--- src/pmcl_map.vh ---
/*
 * Register offsets, field positions, reset values and bus-variant codes
 * for the port mode configuration logic.
 * Assumes an 8-bit host address within the io_register_space window.
 */
`ifndef PMCL_MAP_VH
`define PMCL_MAP_VH

`define PMCL_AW               8
`define PMCL_DW               8
`define PMCL_OFF_DOUT_A       8'h00
`define PMCL_OFF_DOUT_B       8'h01
`define PMCL_OFF_DOUT_C       8'h02
`define PMCL_OFF_DOUT_D       8'h03
`define PMCL_OFF_MODE_A       8'h04
`define PMCL_OFF_MODE_B       8'h05
`define PMCL_OFF_DIR_A        8'h06
`define PMCL_OFF_DIR_B        8'h07
`define PMCL_OFF_DIR_C        8'h08
`define PMCL_OFF_DIR_D        8'h09
`define PMCL_OFF_DRV_A        8'h0A
`define PMCL_OFF_DRV_B        8'h0B
`define PMCL_OFF_DRV_C        8'h0C
`define PMCL_OFF_DRV_D        8'h0D
`define PMCL_OFF_MEM_MODE     8'h0E
`define PMCL_OFF_EN_OUT_A     8'h10
`define PMCL_OFF_EN_OUT_B     8'h11
`define PMCL_OFF_EN_OUT_C     8'h12
`define PMCL_OFF_EN_OUT_D     8'h13
`define PMCL_OFF_ADDR_IN_A    8'h14
`define PMCL_OFF_ADDR_IN_B    8'h15
`define PMCL_OFF_ADDR_IN_C    8'h16
`define PMCL_OFF_ADDR_IN_D    8'h17

`define PMCL_RST_VAL          8'h00
`define PMCL_PORT_D_MASK      8'h07
`define PMCL_MEM_MODE_PERIPH  7

`define PMCL_BUS_MUX8         2'h0
`define PMCL_BUS_ALT_A        2'h1
`define PMCL_BUS_ALT_PAGE     2'h2
`define PMCL_BUS_NONMUX8      2'h3

`endif

--- src/pmcl_pin_sync.v ---
/*
 * Three-stage pin synchroniser with agreement filter.
 * Assumes asynchronous pin levels and one system clock.
 */
`timescale 1ns/1ps
module pmcl_pin_sync #(
    parameter W = 8
) (
    input  wire         clk_sys,
    input  wire         rst,
    input  wire [W-1:0] pin_async,
    output reg  [W-1:0] pin_sync_q
);
    reg [W-1:0] s1_q;
    reg [W-1:0] s2_q;
    reg [W-1:0] s3_q;
    integer     i;

    // A new level is accepted only once stages two and three agree
    always @(posedge clk_sys or posedge rst) begin
        if (rst) begin
            s1_q       <= {W{1'b0}};
            s2_q       <= {W{1'b0}};
            s3_q       <= {W{1'b0}};
            pin_sync_q <= {W{1'b0}};
        end else begin
            s1_q <= pin_async;
            s2_q <= s1_q;
            s3_q <= s2_q;
            for (i = 0; i < W; i = i + 1) begin
                if (s2_q[i] == s3_q[i]) begin
                    pin_sync_q[i] <= s3_q[i];
                end
            end
        end
    end
endmodule

--- src/pmcl_top.v ---
/*
 * Mode, direction and drive configuration for ports A, B, C (8 pins) and
 * D (3 pins): host I/O, logic I/O, address out/in, data port, peripheral
 * buffer and JTAG sharing, with the host register file.
 * Assumes a synchronous host strobe interface on clk_sys, product terms
 * and address latch from same-clock logic, and pins resolved outside.
 */
`timescale 1ns/1ps
`include "pmcl_map.vh"
module pmcl_top #(
    parameter JTAG_TDO_PIN = 3
) (
    input  wire        clk_sys,
    input  wire        rst,
    input  wire [7:0]  host_addr,
    input  wire        host_wr,
    input  wire        host_rd,
    input  wire [7:0]  host_wdata,
    output reg  [7:0]  host_rdata_q,
    input  wire [1:0]  bus_variant,
    input  wire        data_port_en,
    input  wire        data_port_drive,
    input  wire [7:0]  data_port_wdata,
    output wire [7:0]  data_port_rdata,
    input  wire        peripheral_select_a,
    input  wire        peripheral_select_b,
    input  wire        periph_write,
    output wire [7:0]  periph_rdata,
    input  wire [15:0] addr_latched,
    input  wire        addr_strobe,
    input  wire [7:0]  pt_oe_a,
    input  wire [7:0]  pt_oe_b,
    input  wire [7:0]  pt_oe_c,
    input  wire [2:0]  pt_oe_d,
    input  wire [7:0]  pld_use_a,
    input  wire [7:0]  pld_use_b,
    input  wire [7:0]  pld_use_c,
    input  wire [2:0]  pld_use_d,
    input  wire [7:0]  pld_out_a,
    input  wire [7:0]  pld_out_b,
    input  wire [7:0]  pld_out_c,
    input  wire [2:0]  pld_out_d,
    input  wire        jtag_en,
    input  wire        jtag_tdo,
    input  wire        jtag_tdo_en,
    input  wire [7:0]  pa_in,
    input  wire [7:0]  pb_in,
    input  wire [7:0]  pc_in,
    input  wire [2:0]  pd_in,
    output wire [7:0]  pin_sync_a,
    output wire [7:0]  pin_sync_b,
    output wire [7:0]  pin_sync_c,
    output wire [2:0]  pin_sync_d,
    output reg  [7:0]  pa_out_q,
    output reg  [7:0]  pa_oe_n_q,
    output reg  [7:0]  pb_out_q,
    output reg  [7:0]  pb_oe_n_q,
    output reg  [7:0]  pc_out_q,
    output reg  [7:0]  pc_oe_n_q,
    output reg  [2:0]  pd_out_q,
    output reg  [2:0]  pd_oe_n_q,
    output wire [3:0]  pa_slew_fast,
    output wire [3:0]  pb_slew_fast,
    output wire [2:0]  pd_slew_fast,
    output reg  [7:0]  addr_in_a_q,
    output reg  [7:0]  addr_in_b_q,
    output reg  [7:0]  addr_in_c_q,
    output reg  [2:0]  addr_in_d_q
);
    reg  [7:0] dout_a_q, dout_b_q, dout_c_q;
    reg  [2:0] dout_d_q;
    reg  [7:0] port_mode_select_a_q, port_mode_select_b_q;
    reg  [7:0] pin_direction_a_q, pin_direction_b_q, pin_direction_c_q;
    reg  [2:0] pin_direction_d_q;
    reg  [7:0] pin_drive_select_a_q, pin_drive_select_b_q;
    reg  [7:0] pin_drive_select_c_q;
    reg  [2:0] pin_drive_select_d_q;
    reg  [7:0] memory_mode_register_q;
    reg  [7:0] pa_val_d, pa_en_d, pb_val_d, pb_en_d, pc_val_d, pc_en_d;
    reg  [2:0] pd_val_d, pd_en_d;
    reg  [7:0] rdata_d;
    reg  [4:0] nib;
    wire       periph_mode;
    wire       psel_any;
    wire [7:0] pa_od_mask;
    integer    i;
    // Returns {valid, nibble}; port_b picks B, hi picks pins 7..4
    function [4:0] addr_nibble;
        input       port_b;
        input       hi;
        input [1:0] variant;
        input [15:0] adr;
        begin
            addr_nibble = 5'h00;
            case (variant)
                `PMCL_BUS_MUX8: begin
                    addr_nibble = {1'b1, hi ? adr[7:4] : adr[3:0]};
                end
                `PMCL_BUS_ALT_A: begin
                    if (!port_b && hi) begin
                        addr_nibble = {1'b1, adr[7:4]};
                    end else if (port_b && !hi) begin
                        addr_nibble = {1'b1, adr[11:8]};
                    end
                end
                `PMCL_BUS_ALT_PAGE: begin
                    if (port_b) begin
                        addr_nibble = {1'b1, hi ? adr[15:12] : adr[11:8]};
                    end
                end
                `PMCL_BUS_NONMUX8: begin
                    if (port_b) begin
                        addr_nibble = {1'b1, hi ? adr[7:4] : adr[3:0]};
                    end
                end
                default: addr_nibble = 5'h00;
            endcase
        end
    endfunction
    pmcl_pin_sync #(.W(8)) u_sync_a (
        .clk_sys    (clk_sys),
        .rst        (rst),
        .pin_async  (pa_in),
        .pin_sync_q (pin_sync_a)
    );
    pmcl_pin_sync #(.W(8)) u_sync_b (
        .clk_sys    (clk_sys),
        .rst        (rst),
        .pin_async  (pb_in),
        .pin_sync_q (pin_sync_b)
    );
    pmcl_pin_sync #(.W(8)) u_sync_c (
        .clk_sys    (clk_sys),
        .rst        (rst),
        .pin_async  (pc_in),
        .pin_sync_q (pin_sync_c)
    );
    pmcl_pin_sync #(.W(3)) u_sync_d (
        .clk_sys    (clk_sys),
        .rst        (rst),
        .pin_async  (pd_in),
        .pin_sync_q (pin_sync_d)
    );
    assign periph_mode = memory_mode_register_q[`PMCL_MEM_MODE_PERIPH];
    assign psel_any    = peripheral_select_a | peripheral_select_b;
    assign data_port_rdata = pin_sync_a;
    assign periph_rdata    = pin_sync_a;
    // Low nibble of A/B drive-select is slew, D uses its three bits
    assign pa_slew_fast = pin_drive_select_a_q[3:0];
    assign pb_slew_fast = pin_drive_select_b_q[3:0];
    assign pd_slew_fast = pin_drive_select_d_q;
    // Takeover modes drive both levels; open drain also applies to general I/O and address-out pins
    assign pa_od_mask = (data_port_en | periph_mode) ? 8'h00
                      : {pin_drive_select_a_q[7:4], 4'h0};
    // Host register writes; each register is a plain store
    always @(posedge clk_sys or posedge rst) begin
        if (rst) begin
            dout_a_q               <= `PMCL_RST_VAL;
            dout_b_q               <= `PMCL_RST_VAL;
            dout_c_q               <= `PMCL_RST_VAL;
            dout_d_q               <= 3'h0;
            port_mode_select_a_q   <= `PMCL_RST_VAL;
            port_mode_select_b_q   <= `PMCL_RST_VAL;
            pin_direction_a_q      <= `PMCL_RST_VAL;
            pin_direction_b_q      <= `PMCL_RST_VAL;
            pin_direction_c_q      <= `PMCL_RST_VAL;
            pin_direction_d_q      <= 3'h0;
            pin_drive_select_a_q   <= `PMCL_RST_VAL;
            pin_drive_select_b_q   <= `PMCL_RST_VAL;
            pin_drive_select_c_q   <= `PMCL_RST_VAL;
            pin_drive_select_d_q   <= 3'h0;
            memory_mode_register_q <= `PMCL_RST_VAL;
        end else if (host_wr) begin
            case (host_addr)
                `PMCL_OFF_DOUT_A:   dout_a_q <= host_wdata;
                `PMCL_OFF_DOUT_B:   dout_b_q <= host_wdata;
                `PMCL_OFF_DOUT_C:   dout_c_q <= host_wdata;
                `PMCL_OFF_DOUT_D:   dout_d_q <= host_wdata[2:0];
                `PMCL_OFF_MODE_A:   port_mode_select_a_q <= host_wdata;
                `PMCL_OFF_MODE_B:   port_mode_select_b_q <= host_wdata;
                `PMCL_OFF_DIR_A:    pin_direction_a_q <= host_wdata;
                `PMCL_OFF_DIR_B:    pin_direction_b_q <= host_wdata;
                `PMCL_OFF_DIR_C:    pin_direction_c_q <= host_wdata;
                `PMCL_OFF_DIR_D:    pin_direction_d_q <= host_wdata[2:0];
                `PMCL_OFF_DRV_A:    pin_drive_select_a_q <= host_wdata;
                `PMCL_OFF_DRV_B:    pin_drive_select_b_q <= host_wdata;
                `PMCL_OFF_DRV_C:    pin_drive_select_c_q <= host_wdata;
                `PMCL_OFF_DRV_D:    pin_drive_select_d_q <= host_wdata[2:0];
                `PMCL_OFF_MEM_MODE: memory_mode_register_q <= host_wdata;
                default: ;
            endcase
        end
    end
    // Read data; unmapped offsets and unimplemented D bits read zero
    always @* begin
        case (host_addr)
            `PMCL_OFF_DOUT_A:    rdata_d = dout_a_q;
            `PMCL_OFF_DOUT_B:    rdata_d = dout_b_q;
            `PMCL_OFF_DOUT_C:    rdata_d = dout_c_q;
            `PMCL_OFF_DOUT_D:    rdata_d = {5'h00, dout_d_q};
            `PMCL_OFF_MODE_A:    rdata_d = port_mode_select_a_q;
            `PMCL_OFF_MODE_B:    rdata_d = port_mode_select_b_q;
            `PMCL_OFF_DIR_A:     rdata_d = pin_direction_a_q;
            `PMCL_OFF_DIR_B:     rdata_d = pin_direction_b_q;
            `PMCL_OFF_DIR_C:     rdata_d = pin_direction_c_q;
            `PMCL_OFF_DIR_D:     rdata_d = {5'h00, pin_direction_d_q};
            `PMCL_OFF_DRV_A:     rdata_d = pin_drive_select_a_q;
            `PMCL_OFF_DRV_B:     rdata_d = pin_drive_select_b_q;
            `PMCL_OFF_DRV_C:     rdata_d = pin_drive_select_c_q;
            `PMCL_OFF_DRV_D:     rdata_d = {5'h00, pin_drive_select_d_q};
            `PMCL_OFF_MEM_MODE:  rdata_d = memory_mode_register_q;
            `PMCL_OFF_EN_OUT_A:  rdata_d = ~pa_oe_n_q;
            `PMCL_OFF_EN_OUT_B:  rdata_d = ~pb_oe_n_q;
            `PMCL_OFF_EN_OUT_C:  rdata_d = ~pc_oe_n_q;
            `PMCL_OFF_EN_OUT_D:  rdata_d = {5'h00, ~pd_oe_n_q};
            `PMCL_OFF_ADDR_IN_A: rdata_d = addr_in_a_q;
            `PMCL_OFF_ADDR_IN_B: rdata_d = addr_in_b_q;
            `PMCL_OFF_ADDR_IN_C: rdata_d = addr_in_c_q;
            `PMCL_OFF_ADDR_IN_D: rdata_d = {5'h00, addr_in_d_q};
            default:             rdata_d = 8'h00;
        endcase
    end

    always @(posedge clk_sys or posedge rst) begin
        if (rst) begin
            host_rdata_q <= 8'h00;
        end else if (host_rd) begin
            host_rdata_q <= rdata_d;
        end
    end
    // Address inputs on every port are caught on the strobe
    always @(posedge clk_sys or posedge rst) begin
        if (rst) begin
            addr_in_a_q <= 8'h00;
            addr_in_b_q <= 8'h00;
            addr_in_c_q <= 8'h00;
            addr_in_d_q <= 3'h0;
        end else if (addr_strobe) begin
            addr_in_a_q <= pin_sync_a;
            addr_in_b_q <= pin_sync_b;
            addr_in_c_q <= pin_sync_c;
            addr_in_d_q <= pin_sync_d;
        end
    end
    // Per-pin source and enable; bit i looks at bit i except on address-out pins, which take nibble bits
    always @* begin
        nib = 5'h00;
        for (i = 0; i < 8; i = i + 1) begin
            // Port A
            pa_en_d[i] = pin_direction_a_q[i] | pt_oe_a[i];
            pa_val_d[i] = pld_use_a[i] ? pld_out_a[i] : dout_a_q[i];
            if (port_mode_select_a_q[i]) begin
                nib = addr_nibble(1'b0, i >= 4, bus_variant, addr_latched);
                pa_val_d[i] = nib[i % 4];
                pa_en_d[i] = nib[4] &
                    (pt_oe_a[i] | pin_direction_a_q[i]);
            end
            // Port B
            pb_en_d[i] = pin_direction_b_q[i] | pt_oe_b[i];
            pb_val_d[i] = pld_use_b[i] ? pld_out_b[i] : dout_b_q[i];
            if (port_mode_select_b_q[i]) begin
                nib = addr_nibble(1'b1, i >= 4, bus_variant, addr_latched);
                pb_val_d[i] = nib[i % 4];
                pb_en_d[i] = nib[4] &
                    (pt_oe_b[i] | pin_direction_b_q[i]);
            end
            // Port C; JTAG owns its output pin while enabled
            pc_en_d[i] = pin_direction_c_q[i] | pt_oe_c[i];
            pc_val_d[i] = pld_use_c[i] ? pld_out_c[i] : dout_c_q[i];
            if (jtag_en && i == JTAG_TDO_PIN) begin
                pc_en_d[i] = jtag_tdo_en;
                pc_val_d[i] = jtag_tdo;
            end
        end
        // Port A takeover; data port beats peripheral buffer
        if (data_port_en) begin
            pa_en_d  = {8{data_port_drive}};
            pa_val_d = data_port_wdata;
        end else if (periph_mode) begin
            pa_en_d  = {8{psel_any & periph_write}};
            pa_val_d = host_wdata;
        end
        for (i = 0; i < 3; i = i + 1) begin
            pd_en_d[i]  = pin_direction_d_q[i] | pt_oe_d[i];
            pd_val_d[i] = pld_use_d[i] ? pld_out_d[i] : dout_d_q[i];
        end
    end
    // Open-drain bits release the pin rather than drive a one
    always @(posedge clk_sys or posedge rst) begin
        if (rst) begin
            pa_out_q  <= 8'h00;
            pa_oe_n_q <= 8'hFF;
            pb_out_q  <= 8'h00;
            pb_oe_n_q <= 8'hFF;
            pc_out_q  <= 8'h00;
            pc_oe_n_q <= 8'hFF;
            pd_out_q  <= 3'h0;
            pd_oe_n_q <= 3'h7;
        end else begin
            pa_out_q  <= pa_val_d;
            pa_oe_n_q <= ~(pa_en_d & ~(pa_od_mask & pa_val_d));
            pb_out_q  <= pb_val_d;
            pb_oe_n_q <= ~(pb_en_d & ~({pin_drive_select_b_q[7:4], 4'h0}
                         & pb_val_d));
            pc_out_q  <= pc_val_d;
            pc_oe_n_q <= ~(pc_en_d
                         & ~(pin_drive_select_c_q & pc_val_d));
            pd_out_q  <= pd_val_d;
            pd_oe_n_q <= ~pd_en_d;
        end
    end
endmodule

--- config.mk ---
export PLATFORM = sky130hd
export DESIGN_NAME = pmcl_top
export DESIGN_NICKNAME = d
export VERILOG_FILES = /design/src/pmcl_pin_sync.v /design/src/pmcl_top.v
export VERILOG_INCLUDE_DIRS = /design/src
export SDC_FILE = /design/constraint.sdc
export NUM_CORES = 1
export LEC_CHECK = 0
export BUFFER_PORTS_ARGS = -buffer_cell sky130_fd_sc_hd__buf_2
export CORE_ASPECT_RATIO = 0.5
export CORE_UTILIZATION = 49
export CTS_CLUSTER_SIZE = 25
export DETAILED_ROUTE_END_ITERATION = 12
export GPL_TIMING_DRIVEN = 0
export PLACE_DENSITY = 0.88
export SYNTH_ARGS = -nofsm -noshare
export SYNTH_HDL_FRONTEND = slang
export SYNTH_SLANG_ARGS = --single-unit
--- constraint.sdc ---
create_clock -name clk_sys -period 10 [get_ports clk_sys]
set_clock_uncertainty 0.2 [all_clocks]
set_input_delay 1 -clock clk_sys [delete_from_list [all_inputs] [get_ports clk_sys]]
set_output_delay 1 -clock clk_sys [all_outputs]
set_load 0.02 [all_outputs]
==> key figures <==
Outcome
  – Status: finished clean

Power
  – P_leak: 7.36 nW
  – Total power: 2.86 mW
  – VDD IR-drop max: 140 uV
  – PD cells: 183 nW/um^2

Timing
  – Slew @ Worst Pin: 1.07 ns
  – Min Tclk post-route: 3.60 ns
  – TNS Setup: 0 ns
  – Fmax: 0.278 GHz
  – PnR worst setup slack: 6.40 ns
  – Final Hold Fails: 0
  – Worst rel slew slack: 28.2%
  – Tcrit/Tclk final: 36.0%
  – Max Slew Vio Count: 0
  – Unrepaired setup endpoints after global routing: no
  – Final setup fails: 0

Synth
  – Asr flop ratio synth: 100%
  – Mapped Cells: 996
  – Post-synth top area cell: dfrtp_1
  – Synth top area share: 54.0%
  – Mapped cell area: 12,800 sq um
  – Main flop type after synthesis: dfrtp_1
  – Cell variety after synth: 72
  – Avg Cell Area, Syn: 12.8 sq um
  – Post-synth EDFFs: 0
  – Yosys reg bits: 302
  – Synth Net Count: 1,162
  – Register area share after synthesis: 59.5%
  – Main area contributors after synthesis: dfrtp_1 54%, mux2_2 14%, dfstp_2 5.6%, mux2i_1 2.4%, maj3_1 2.1%
  – YS warnings: 0

GRT
  – Number of global-route vias before repair: 9,960
  – GR Util met3: 9.06%
  – Met1 Track Usage GR: 48.4%
  – Initial antenna violation count: 1
  – GRT Residual Overflow: 0
  – GR Layer Usage met2: 51.0%
  – Largest net degree at the start of global routing: 120
  – GR peak layer: met2
  – GRT Total Usage: 33.7%
  – First-pass GRT wire length: 65.1 mm

Finish
  – Commonest non-fill, non-tap cell in the layout: buf_2
  – Final Core Density: 61.7%
  – Share of layout cells above drive strength 1: 43.3%
  – Finished Layout Cells: 1,688
  – Most frequent cells in the layout: 304 x buf_2, 275 x dfrtp_1, 154 x mux2_2, 58 x nand2_1, 49 x o21ai_0
  – Layout area overhead: 22.9%
  – Fillers: 2,016
  – Final nets: 1,490
  – Diodes inserted: 0

Worst setup path
  – Critical Path AT: 3.77 ns
  – Critical Path RT: 10.17 ns
  – Worst-path fanout max: 10
  – CP Class: input port to flip-flop
  – Worst setup EP type: flip-flop
  – Critical Path Start Type: input port

Placement
  – Hpwl dp: 33.6 mm
  – Pre-CTS WS: 6.06 ns
  – Placed Cells incl. Taps: 1,640
  – RePlAce Congestion: 1.02
  – Port Buf Inserts: 298

Floorplan
  – Starting Density: 50.2%
  – Core box area: 25,400 sq um
  – Die W: 230 um
  – Io pins: 306
  – Die H: 116 um
  – Die area: 26,700 sq um
  – Rows: 41

Detailed routing
  – Vias per inst: 6.06
  – DRT Wirelength: 45.2 mm
  – Initial DRC count: 1,155
  – Via count: 10,200
  – Drt first pass iters: 7
  – Post-DRT Antenna Nets: 0
  – DR WL/cell: 26.8 um
  – Residual DRC: 0

Clocking
  – Total CTS buffers: 26
  – Postcts setup bufs: 0
  – CTS Buffer Depth: 3
  – Clk sink count: 302
  – CTS root buf: clkbuf_16
  – H-tree depth: 1
  – Skew-Pair Late Insertion Delay: 0.56 ns
  – Post-cts sizing count: 0
  – CTS tree: yes
  – Clock slew at reported path FFs: 0.07 ns
  – CTS Hold Bufs: 0

Worst hold path
  – Hold Path Class: flip-flop to flip-flop

Job
  – Maxcap violations: 0
-- area by class of cell --
| class | instances | area, sq um | area share [%] |
|---|---|---|---|
| buffer | 75 | 402 | 2.56 |
| clock buffer | 38 | 766 | 4.89 |
| clock inverter | 10 | 170 | 1.09 |
| inverter | 16 | 67.6 | 0.431 |
| multi-input combinational | 603 | 4700 | 30.0 |
| sequential | 302 | 7590 | 48.4 |
| tap | 344 | 430 | 2.75 |
| timing repair buffer | 300 | 1550 | 9.87 |
-- logic make-up (layout without fill, tap and decap cells) --
logic type | after synthesis | in the layout | synth area share [%]
AO/OA/AOI/OAI | 180 | 180 | 9.47
adder cells (fa/ha/maj) | 30 | 30 | 2.41
flip-flops | 302 | 302 | 59.5
AND/OR/NAND/NOR | 207 | 207 | 8.78
buffers and inverters | 91 | 439 | 3.62
multiplexers | 186 | 186 | 16.2
-- metrics by stage --
| step | hold WS (ns) | cell area [sq um] |
|---|---|---|
| floorplan | 0.131 | 12800 |
| global placement | 0.133 | 14700 |
| detailed placement | 0.135 | 14700 |
| CTS | 0.149 | 15700 |
| global route | 0.155 | 15700 |
| finish | 0.147 | 15700 |
-- final timing paths --
kind,slack [ns],depth (start not counted),startpoint,end
hold reg to reg,0.15,0,u_sync_d.s1_q[2],u_sync_d.s2_q[2]
hold / removal,0.15,0,u_sync_d.s1_q[2],u_sync_d.s2_q[2]
max in group asynchronous,7.87,4,rst,pa_out_q[1]
min in group asynchronous,0.33,2,rst,addr_in_a_q[4]
setup / recovery,6.40,7,host_addr[2],host_rdata_q[6]
setup reg to reg,7.97,5,addr_in_a_q[1],host_rdata_q[1]
-- cell usage after synthesis (all sizes together), types with 5 or more instances --
cell type,instances
clkbuf,34
o21ai,49
mux2,154
a311oi,5
buf,41
o22ai,6
a211oi,9
a32oi,6
nand4,12
nand2b,6
dfrtp,275
nor3,8
nand2,58
dfstp,27
inv,14
and3,9
nor2b,17
nor2,47
mux2i,31
a31oi,9
a22oi,11
nand3,27
maj3,27
o31ai,7
a21oi,32
-- per-layer routing --
layer | part of all wire, % | vias up
li1 | - | 4275
met1 | 43 | 5291
met2 | 44 | 570
met3 | 11 | 85
met4 | 2.6 | 0
met5 | 0 | -
-- worst max-delay path, cell delays in order --
cell and delay, ns:
buf_2 0.23, clkbuf_1 0.58, clkbuf_1 0.54, clkbuf_1 0.63, o221ai_1 0.24, o21ai_0 0.34
a32oi_1 0.20
-- power by group --
part           internal, mW  leakage, nW  switching (mW)
clock                 0.638        0.452           0.463
sequential             1.31         3.74          0.0769
combinational         0.143         3.17           0.235
Note: power is estimated with default switching activity, not from simulation.
